<file path="src/pil_defines.svh">
// Constants for the panel and interlock status logic.
// Assumes a 10 MHz system clock; included by its bare name.
`ifndef PIL_DEFINES_SVH
`define PIL_DEFINES_SVH

`define PIL_CLK_HZ 10000000
`define PIL_DEBOUNCE_US 2000
`define PIL_DEBOUNCE_CYC ((`PIL_CLK_HZ / 1000000) * `PIL_DEBOUNCE_US)
`define PIL_NUM_RDR_GUARD 4
`define PIL_NUM_HOST_GUARD 2
`define PIL_NUM_PHASE 8
`define PIL_SYNC_SEL_W 4
`define PIL_NUM_SYNC_SRC 12
`define PIL_NUM_BTN 9
`define PIL_BTN_HALT 0
`define PIL_BTN_SETUP 1
`define PIL_BTN_LOG 2
`define PIL_BTN_PWR 3
`define PIL_BTN_MAINS 4
`define PIL_BTN_HOSTSUP 5
`define PIL_BTN_MAINT 6
`define PIL_BTN_FRESET 7
`define PIL_BTN_FREEZE 8

`endif

</file>
<file path="src/pil_pkg.sv">
// Types for the panel and interlock status logic.
// Assumes pil_defines.svh is available on the include path.
`include "pil_defines.svh"
package pil_pkg;

  typedef struct packed {
    logic halt_lamp;
    logic setup_lamp;
    logic log_lamp;
    logic power_lamp;
  } pil_lamps_t;

  typedef struct packed {
    logic halt_req;
    logic setup_req;
    logic log_enable;
    logic reader_not_ready;
  } pil_ctl_t;

  typedef enum logic [2:0] {
    PIL_PWR_OFF = 3'b001,
    PIL_PWR_ON = 3'b010,
    PIL_PWR_TRIP = 3'b100
  } pil_pwr_state_t;

endpackage

</file>
<file path="src/pil_panel_interlock.sv">
// Panel switch, lamp, reader power and interlock failure logic.
// Assumes panel switches are raw pins; controller signals share clk.
`timescale 1ns/1ps
`include "pil_defines.svh"

module pil_panel_interlock (
  input wire logic clk,
  input wire logic rst,
  input wire logic halt_btn,
  input wire logic setup_btn,
  input wire logic log_btn,
  input wire logic power_btn,
  input wire logic mains_permit_sw,
  input wire logic host_supply_sw,
  input wire logic maint_mode_sw,
  input wire logic fault_reset_btn,
  input wire logic phase_freeze_selector,
  input wire logic [`PIL_NUM_RDR_GUARD-1:0] scanner_guard_override,
  input wire logic [`PIL_NUM_HOST_GUARD-1:0] host_guard_override,
  input wire logic [`PIL_NUM_RDR_GUARD-1:0] scanner_fault,
  input wire logic [`PIL_NUM_HOST_GUARD-1:0] host_fault,
  input wire logic operational_fault,
  input wire logic dc_supplies_ok,
  input wire logic ready_lost,
  input wire logic param_ready_only,
  input wire logic [`PIL_SYNC_SEL_W-1:0] sync_sel_1,
  input wire logic [`PIL_SYNC_SEL_W-1:0] sync_sel_2,
  input wire logic [`PIL_NUM_SYNC_SRC-1:0] sync_sources,
  input wire logic [`PIL_NUM_PHASE-1:0] phase_freeze_req,
  output pil_pkg::pil_ctl_t ctl,
  output pil_pkg::pil_lamps_t lamps,
  output logic reader_ac_power,
  output logic system_power,
  output logic interlock_supply,
  output logic [`PIL_NUM_RDR_GUARD-1:0] override_lamp,
  output logic [`PIL_NUM_HOST_GUARD-1:0] host_override_lamp,
  output logic interlock_fail_lamp,
  output logic operational_fail_lamp,
  output logic [1:0] selectable_sync_probe,
  output logic [`PIL_NUM_PHASE-1:0] phase_freeze
);

  localparam int DBW = $clog2(`PIL_DEBOUNCE_CYC + 1);
  localparam int NRS = `PIL_NUM_RDR_GUARD;
  localparam int NHS = `PIL_NUM_HOST_GUARD;
  localparam int NSW = `PIL_NUM_BTN + NRS + NHS;

  // ----------------------------------------
  // Synchronise and debounce panel inputs
  // ----------------------------------------
  logic [NSW-1:0] raw;
  logic [NSW-1:0] s1;
  logic [NSW-1:0] s2;
  logic [NSW-1:0] deb;
  logic [NSW-1:0] next_deb;
  logic [NSW-1:0][DBW-1:0] cnt;
  logic [NSW-1:0][DBW-1:0] next_cnt;

  assign raw = {host_guard_override, scanner_guard_override, phase_freeze_selector,
                fault_reset_btn, maint_mode_sw, host_supply_sw, mains_permit_sw,
                power_btn, log_btn, setup_btn, halt_btn};

  genvar gi;
  generate
    for (gi = 0; gi < NSW; gi++) begin : g_deb
      always_comb begin
        next_deb[gi] = deb[gi];
        next_cnt[gi] = '0;
        if (s2[gi] != deb[gi]) begin
          if (cnt[gi] == DBW'(`PIL_DEBOUNCE_CYC - 1)) begin
            next_deb[gi] = s2[gi];
          end else begin
            next_cnt[gi] = cnt[gi] + DBW'(1);
          end
        end
      end
    end
  endgenerate

  always_ff @(posedge clk) begin
    if (rst) begin
      s1 <= '0;
      s2 <= '0;
      deb <= '0;
      cnt <= '0;
    end else begin
      s1 <= raw;
      s2 <= s1;
      deb <= next_deb;
      cnt <= next_cnt;
    end
  end

  logic halt_d, setup_d, log_d, pwr_d, mains_d, hsup_d, maint_d, freset_d, freeze_d;
  logic [NRS-1:0] rg_d;
  logic [NHS-1:0] hg_d;
  assign halt_d = deb[`PIL_BTN_HALT];
  assign setup_d = deb[`PIL_BTN_SETUP];
  assign log_d = deb[`PIL_BTN_LOG];
  assign pwr_d = deb[`PIL_BTN_PWR];
  assign mains_d = deb[`PIL_BTN_MAINS];
  assign hsup_d = deb[`PIL_BTN_HOSTSUP];
  assign maint_d = deb[`PIL_BTN_MAINT];
  assign freset_d = deb[`PIL_BTN_FRESET];
  assign freeze_d = deb[`PIL_BTN_FREEZE];
  assign rg_d = deb[`PIL_NUM_BTN +: NRS];
  assign hg_d = deb[`PIL_NUM_BTN + NRS +: NHS];

  // ----------------------------------------
  // Power and failure control
  // ----------------------------------------
  pil_pkg::pil_pwr_state_t st;
  pil_pkg::pil_pwr_state_t next_st;
  logic log_en, next_log_en;
  logic log_prev, pwr_prev, next_log_prev, next_pwr_prev;
  logic il_fail, op_fail, next_il_fail, next_op_fail;
  logic [NRS-1:0] rg_eff;
  logic [NHS-1:0] hg_eff;
  logic il_fault, fault_clear;

  assign rg_eff = maint_d ? rg_d : '0;
  assign hg_eff = maint_d ? hg_d : '0;
  assign il_fault = |(scanner_fault & ~rg_eff) | |(host_fault & ~hg_eff);
  assign fault_clear = maint_d & freset_d;

  // Log-strip option toggles on each debounced press
  always_comb begin
    next_log_prev = log_d;
    next_log_en = log_en;
    if (log_d && !log_prev) begin
      next_log_en = !log_en;
    end
  end

  always_ff @(posedge clk) begin
    if (rst) begin
      log_en <= 1'b0;
      log_prev <= 1'b0;
    end else begin
      log_en <= next_log_en;
      log_prev <= next_log_prev;
    end
  end

  // Failure latches: a new failure wins over a fault reset in the same cycle
  always_comb begin
    next_il_fail = il_fail;
    next_op_fail = op_fail;
    if (fault_clear) begin
      next_il_fail = 1'b0;
      next_op_fail = 1'b0;
    end
    if (il_fault && mains_d) begin
      next_il_fail = 1'b1;
    end
    if (operational_fault && mains_d) begin
      next_op_fail = 1'b1;
    end
  end

  always_ff @(posedge clk) begin
    if (rst) begin
      il_fail <= 1'b0;
      op_fail <= 1'b0;
    end else begin
      il_fail <= next_il_fail;
      op_fail <= next_op_fail;
    end
  end

  // Reader power: any unmasked scanner or host fault trips, even with the reader off, so a
  // latched interlock failure can never coexist with ac power; the trip holds until a
  // maintenance fault reset arrives with the fault gone
  always_comb begin
    next_st = st;
    next_pwr_prev = pwr_d;
    case (st)
      pil_pkg::PIL_PWR_OFF: begin
        if (il_fault) begin
          next_st = pil_pkg::PIL_PWR_TRIP;
        end else if (pwr_d && !pwr_prev && mains_d && hsup_d) begin
          next_st = pil_pkg::PIL_PWR_ON;
        end
      end
      pil_pkg::PIL_PWR_ON: begin
        if (il_fault) begin
          next_st = pil_pkg::PIL_PWR_TRIP;
        end else if (!mains_d || !hsup_d || (pwr_d && !pwr_prev)) begin
          next_st = pil_pkg::PIL_PWR_OFF;
        end
      end
      pil_pkg::PIL_PWR_TRIP: begin
        if (fault_clear && !il_fault) begin
          next_st = pil_pkg::PIL_PWR_OFF;
        end
      end
      default: next_st = pil_pkg::PIL_PWR_OFF;
    endcase
  end

  always_ff @(posedge clk) begin
    if (rst) begin
      st <= pil_pkg::PIL_PWR_OFF;
      pwr_prev <= 1'b0;
    end else begin
      st <= next_st;
      pwr_prev <= next_pwr_prev;
    end
  end

  // ----------------------------------------
  // Sync probe selection and phase freeze
  // ----------------------------------------
  logic [1:0] next_probe;
  always_comb begin
    next_probe = 2'b00;
    if (32'(sync_sel_1) < `PIL_NUM_SYNC_SRC) begin
      next_probe[0] = sync_sources[sync_sel_1];
    end
    if (32'(sync_sel_2) < `PIL_NUM_SYNC_SRC) begin
      next_probe[1] = sync_sources[sync_sel_2];
    end
  end

  // ----------------------------------------
  // Output registers
  // ----------------------------------------
  // Outputs follow the next state, so power and lamps move on the same edge
  logic halt_lamp_lvl;
  pil_pkg::pil_ctl_t next_ctl;
  pil_pkg::pil_lamps_t next_lamps;
  logic next_reader_ac_power;
  logic next_system_power;
  logic next_interlock_supply;
  logic [NRS-1:0] next_override_lamp;
  logic [NHS-1:0] next_host_override_lamp;
  logic next_interlock_fail_lamp;
  logic next_operational_fail_lamp;
  logic [`PIL_NUM_PHASE-1:0] next_phase_freeze;

  assign halt_lamp_lvl = ready_lost | halt_d;

  always_comb begin
    next_ctl.halt_req = halt_d;
    next_ctl.setup_req = setup_d;
    next_ctl.log_enable = log_en;
    next_ctl.reader_not_ready = halt_lamp_lvl;
    next_lamps.halt_lamp = halt_lamp_lvl;
    next_lamps.setup_lamp = setup_d & param_ready_only;
    next_lamps.log_lamp = log_en;
    next_lamps.power_lamp = (next_st == pil_pkg::PIL_PWR_ON) & dc_supplies_ok;
    next_reader_ac_power = next_st == pil_pkg::PIL_PWR_ON;
    // Only the interlock supplies survive a trip
    next_system_power = next_st != pil_pkg::PIL_PWR_TRIP;
    next_interlock_supply = 1'b1;
    next_override_lamp = rg_eff;
    next_host_override_lamp = hg_eff;
    next_interlock_fail_lamp = next_il_fail;
    next_operational_fail_lamp = next_op_fail;
    next_phase_freeze = freeze_d ? phase_freeze_req : '0;
  end

  always_ff @(posedge clk) begin
    if (rst) begin
      ctl <= '0;
      lamps <= '0;
      reader_ac_power <= 1'b0;
      system_power <= 1'b0;
      interlock_supply <= 1'b0;
      override_lamp <= '0;
      host_override_lamp <= '0;
      interlock_fail_lamp <= 1'b0;
      operational_fail_lamp <= 1'b0;
      selectable_sync_probe <= 2'b00;
      phase_freeze <= '0;
    end else begin
      ctl <= next_ctl;
      lamps <= next_lamps;
      reader_ac_power <= next_reader_ac_power;
      system_power <= next_system_power;
      interlock_supply <= next_interlock_supply;
      override_lamp <= next_override_lamp;
      host_override_lamp <= next_host_override_lamp;
      interlock_fail_lamp <= next_interlock_fail_lamp;
      operational_fail_lamp <= next_operational_fail_lamp;
      selectable_sync_probe <= next_probe;
      phase_freeze <= next_phase_freeze;
    end
  end

endmodule

</file>
<file path="config.mk">
export PLATFORM = sky130hd
export DESIGN_NAME = pil_panel_interlock
export DESIGN_NICKNAME = d
export VERILOG_FILES = /design/src/pil_pkg.sv /design/src/pil_panel_interlock.sv
export VERILOG_INCLUDE_DIRS = /design/src
export SDC_FILE = /design/constraint.sdc
export NUM_CORES = 1
export LEC_CHECK = 0
export BUFFER_PORTS_ARGS = -buffer_cell sky130_fd_sc_hd__buf_2
export CORE_MARGIN = 4
export CORE_UTILIZATION = 35
export DETAILED_ROUTE_END_ITERATION = 7
export SLEW_MARGIN = 0
export SYNTH_ARGS = -nofsm -noshare
export SYNTH_HDL_FRONTEND = slang
export SYNTH_SLANG_ARGS = --single-unit
</file>
<file path="constraint.sdc">
create_clock -name clk -period 2.3 [get_ports clk]
set_input_delay 0.115 -clock clk [delete_from_list [all_inputs] [get_ports clk]]
set_output_delay 0.115 -clock clk [all_outputs]
set_load 0.01 [all_outputs]
</file>
# Word level (Yosys, flattened, before mapping)
# Cells that the tools add are included.
# Widths: inputs -> output; s select.
dict set report word_totals {
  ff_bits 303
  in_bits 55
  out_inout_bits 29
  elab_cells 201
}
dict set report classes {
  add_sub_neg 15
  order_cmp 4
  eq_ne 35
  muxes 16
  n_bitwise 27
  n_reduce_logical 52
}
# op count
set op_table {}
lappend op_table {{$add 15x1->15 const B} 15}
lappend op_table {{$eq 15x15->1 const B} 15}
lappend op_table {{$reduce_or 3->1} 15}
lappend op_table {{$reduce_and 2->1} 15}
lappend op_table {{$not 1->1} 18}
lappend op_table {{$mux 3} 5}
lappend op_table {{$ne 1x1->1} 15}
lappend op_table {{$lt 4x5->1 const B} 2}
lappend op_table {{$pmux 3 s3} 1}
lappend op_table {{$bmux 1 s4} 2}
lappend op_table {{$lt 4x4->1 const B} 2}
lappend op_table {{$reduce_or 2->1} 4}
lappend op_table {{$logic_and 1x1->1} 7}
lappend op_table {{$eq 3x2->1 const B} 2}
lappend op_table {{$logic_not 1->1} 6}
lappend op_table {{$mux 1} 6}
lappend op_table {{$and 4x4->4} 1}
lappend op_table {{$mux 4} 1}
lappend op_table {{$not 4->4} 1}
lappend op_table {{$reduce_bool 2->1} 2}
lappend op_table {{$reduce_or 4->1} 1}
lappend op_table {{$and 1x1->1} 3}
lappend op_table {{$eq 3x1->1 const B} 1}
lappend op_table {{$eq 3x3->1 const B} 1}
lappend op_table {{other kinds (6)} 8}

# Longest topological paths before layout
dict set report depth {
  ltp_word 11
  depth_mapped 7
  ltp_nobuf 5
}

# Least setup slack after synthesis
# OpenSTA, ideal clock, no wires.
dict set report synth_timing {
  kind {register to register}
  start {register cnt[120] in the netlist's numbering}
  end {register cnt[132] in the netlist's numbering}
  setup_time_ns 0.115
  arrival_time_ns 1.819
  required_time_ns 2.185
  setup_slack_ns 0.367
  stages_incl_launch_ff 8
  n_path_buf 2
  period_less_slack_ns 1.933
  path_cell_list {dfxtp_1 -> ha_1 -> or4bb_1 -> nor4_2 -> or3_1 -> buf_2 -> buf_4 -> nor2_1}
}
dict set report synth_via {
  elab_chain_len 2
  elab_cells_between_ends 3
  cone_classes {add/sub (1); eq/ne (1); reduce/logical (1)}
}
# item line
set synth_rtl {}
lappend synth_rtl {{from (decl)} pil_panel_interlock.sv:56} ;# logic [NSW-1:0][DBW-1:0] cnt;
lappend synth_rtl {{from (signal assigned)} pil_panel_interlock.sv:90} ;# cnt <= next_cnt;
lappend synth_rtl {{branches (longest 2 deep; another with $add 15x1->15)} -}
# Parallel ways; which one is timed is not known.
# A chain may end at the register's enable or synchronous reset.

# Worst setup path in the final report
dict set report layout_timing {
  start {register cnt[105] in the netlist's numbering}
  end {register cnt[119] in the netlist's numbering}
}
# Same word-level chain as after synthesis.

==> impl_metrics.yaml <==
run_status:
  status: "finished clean"
cells_and_area:
  num_antenna_cells: 0
  final_cell_mix: "dfxtp_1, nor2_1, xnor2_1"
  fin_nets: 1565
  area_delta_synth_final_pct: 18.6
  drive_gt1_share_pct: 10.9
  layout_commonest_cell: "dfxtp_1"
sta:
  hold_viol_final: 0
  relSlewSlack_pct: 54.8
  setup_violations: 0
  rsz0062_at_grt: "false"
  fin_crit_ps: 1940
  fin_ws_ps: 359
  worstMarginPinSlew_ps: 676
  max_freq_mhz: 515
  clock_skew_ps: 15.3
  drv_slew: 0
  setup_tns_ps: 0
  fin_crit_sh_pct: 84.4
critical_path:
  crit_start: "cnt[105]"
  critPathMaxFanout: 13
  worstSetupPathType: "reg2reg"
  cpPeakStageDelay_ps: 600
  start_kind: "flip-flop"
  worstPathCellList: "ha_1, nand4_1, or4_1, nand2_1, nor2_1"
  reg2reg_slack_ps: 360
  arrival_ps: 2300
  cp-end-kind: "flip-flop"
  reg2reg_from: "cnt[105]"
  slowest_stage: "or4_1"
  worstPathRequired_ps: 2660
power:
  power.leakage_nw: 5.03
  power_density_nw_per_um2: 752
  vdd_drop_max_mv: 0.365
global_routing:
  grt.total_usage_pct: 12.5
  grt_pass1_vias: 9039
  grt_max_degree: 39
  overflow: 0
  grt_pass1_wl_mm: 42.2
  antenna_found_initial: 1
clock_tree:
  cts_root_buffer: "clkbuf_16"
  clk_pin_slew_ps: 60
  cts.sinks: 303
  numCtsBuffers: 34
  insertion_delay_ps: 500
  htree_levels: 2
  cts_tree: "built"
  post_cts_buffers: 0
  cts.path.max_buffers: 3
placement:
  io_buffers: 83
  post-dp-hpwl_mm: 17.1
  gp_congestion: 0.813
  post-place-ws_ps: 343
synth:
  synth_nets: 1443
  synth_cell_types: 50
  yosys_warnings: 0
  yosys-top-cells-area: "dfxtp_1, xnor2_1, nor2_1"
  yosys.area.top_type_share_pct: 48.2
  netlist_instances: 1373
  synth_flop_cell: "dfxtp_1"
  ys_seq_area_share_pct: 48.2
  ys_async_sr_fraction_pct: 0
  synth-seq-cells: 303
  synth_area_leader_cell: "dfxtp_1"
  syn-cell-area_um2: 12600
  syn_avg_cell_area_um2: 9.17
  synth_edf_count: 0
detailed_routing:
  wl_per_cell_um: 12.3
  vias: 9460
  viasPerCell: 4.78
  met2WireLength_mm: 11.1
  top_layer_used: "met5"
  dr_wl_met3_mm: 1.00
  routed_wl_mm: 24.4
  ant_nets: 0
  drt-pass1-iter-count: 4
  met1_length_mm: 11.7
  drc: 0
  drt_iter0_markers: 364
floorplanning:
  io-pin-count: 84
  rows: 69
  fp.dieArea_um2: 39100
  die_y_um: 198
  start_util_pct: 35.5
  core_um2: 35500
  die_w_um: 198
min_path:
  hold_start: "rst"
  hold_class: "in2reg"
job:
  cap_viol_max_count: 0
layer usage:
layer	vias up	GRT usage, %
met4	2	3.42
met5	-	0
met3	46	2.59
li1	4927	-
met2	130	20.8
met1	4355	16.6
Yosys cell counts, drive strengths merged (2+ instances only):
master / number
o211ai: 2
nor3: 48
nor2: 271
nand3b: 2
clkbuf: 25
mux4: 4
and4: 19
nand3: 87
ha: 15
xor2: 70
inv: 36
o31ai: 2
nand4: 63
buf: 14
or3: 9
a21oi: 3
nor2b: 45
or4bb: 3
or4b: 8
nor4b: 6
nand4b: 2
and2: 15
nand2: 72
o21ai: 3
and3: 16
xnor2: 140
mux2i: 19
nor4: 48
dfxtp: 303
or4: 13
flip-flops by register name, summed over array words and instances, names as in the netlist, 2 cells and up:
signal	flops
s1	15
s2	15
override_lamp	4
selectable_sync_probe	2
lamps	4
cnt	225
host_override_lamp	2
ctl	2
st	3
phase_freeze	8
deb	15
final timing paths:
| kind | cells past startpoint | end |
|---|---|---|
| setup / recovery | 5 | cnt[119] |
| hold / removal | 2 | s2[8] |
| setup reg to reg | 5 | cnt[119] |
| hold reg to reg | 1 | s2[3] |
through the flow:
stage | hold slack (ps) | utilization (%) | area, um^2 | cells | power [W]
finish | 41.9 | 42.1 | 14900 | 1981 | 0.0112
CTS | 26.0 | 42.1 | 14900 | 1981 | 0.0114
global route | 41.9 | 42.1 | 14900 | 1981 | 0.0117
detailed placement | 319 | 37.9 | 13400 | 1889 | 0.00570
global placement | 316 | 37.9 | 13400 | 1889 | 0.00570
floorplan | 217 | - | 12600 | 1373 | 0.00559
where the power goes:
group	internal (W)	total, W	switching, W
sequential	0.00530	0.00534	0.0000378
clock	0.00353	0.00560	0.00207
combinational	0.000147	0.000287	0.000140
critical path: cells and delay by family, from the launching register on:
family	cells	cell delay [ps]
flip-flops	1	390
adder cells (fa/ha/maj)	1	230
AND/OR/NAND/NOR	4	1200
kinds of logic (layout without fill, tap and decap cells):
family / count (synthesis) / count (layout) / synth area share (%)
mux: 23 / 23 / 2.23
compound gates: 17 / 17 / 0.994
flops: 303 / 303 / 48.2
buf+inv: 75 / 222 / 2.79
xor+xnor: 210 / 210 / 14.6
simple gates: 730 / 730 / 29.7
fa+ha+maj: 15 / 15 / 1.49
area by class of cell:
| class | instances | area (um^2) |
|---|---|---|
| Fill cell | 3402 | 20600 |
| Sequential cell | 303 | 6070 |
| Multi-Input combinational cell | 995 | 6170 |
| Clock inverter | 11 | 190 |
| Clock buffer | 50 | 982 |
| Tap cell | 461 | 577 |
| Timing Repair Buffer | 125 | 811 |
| Inverter | 36 | 135 |
repair_timing:
action | CTS | global route
resized for setup | 0 | 0
hold buffers | 31 | 0
hold endpoints to repair | 29 | 0
No activity file was read; power rests on OpenSTA's default activity.
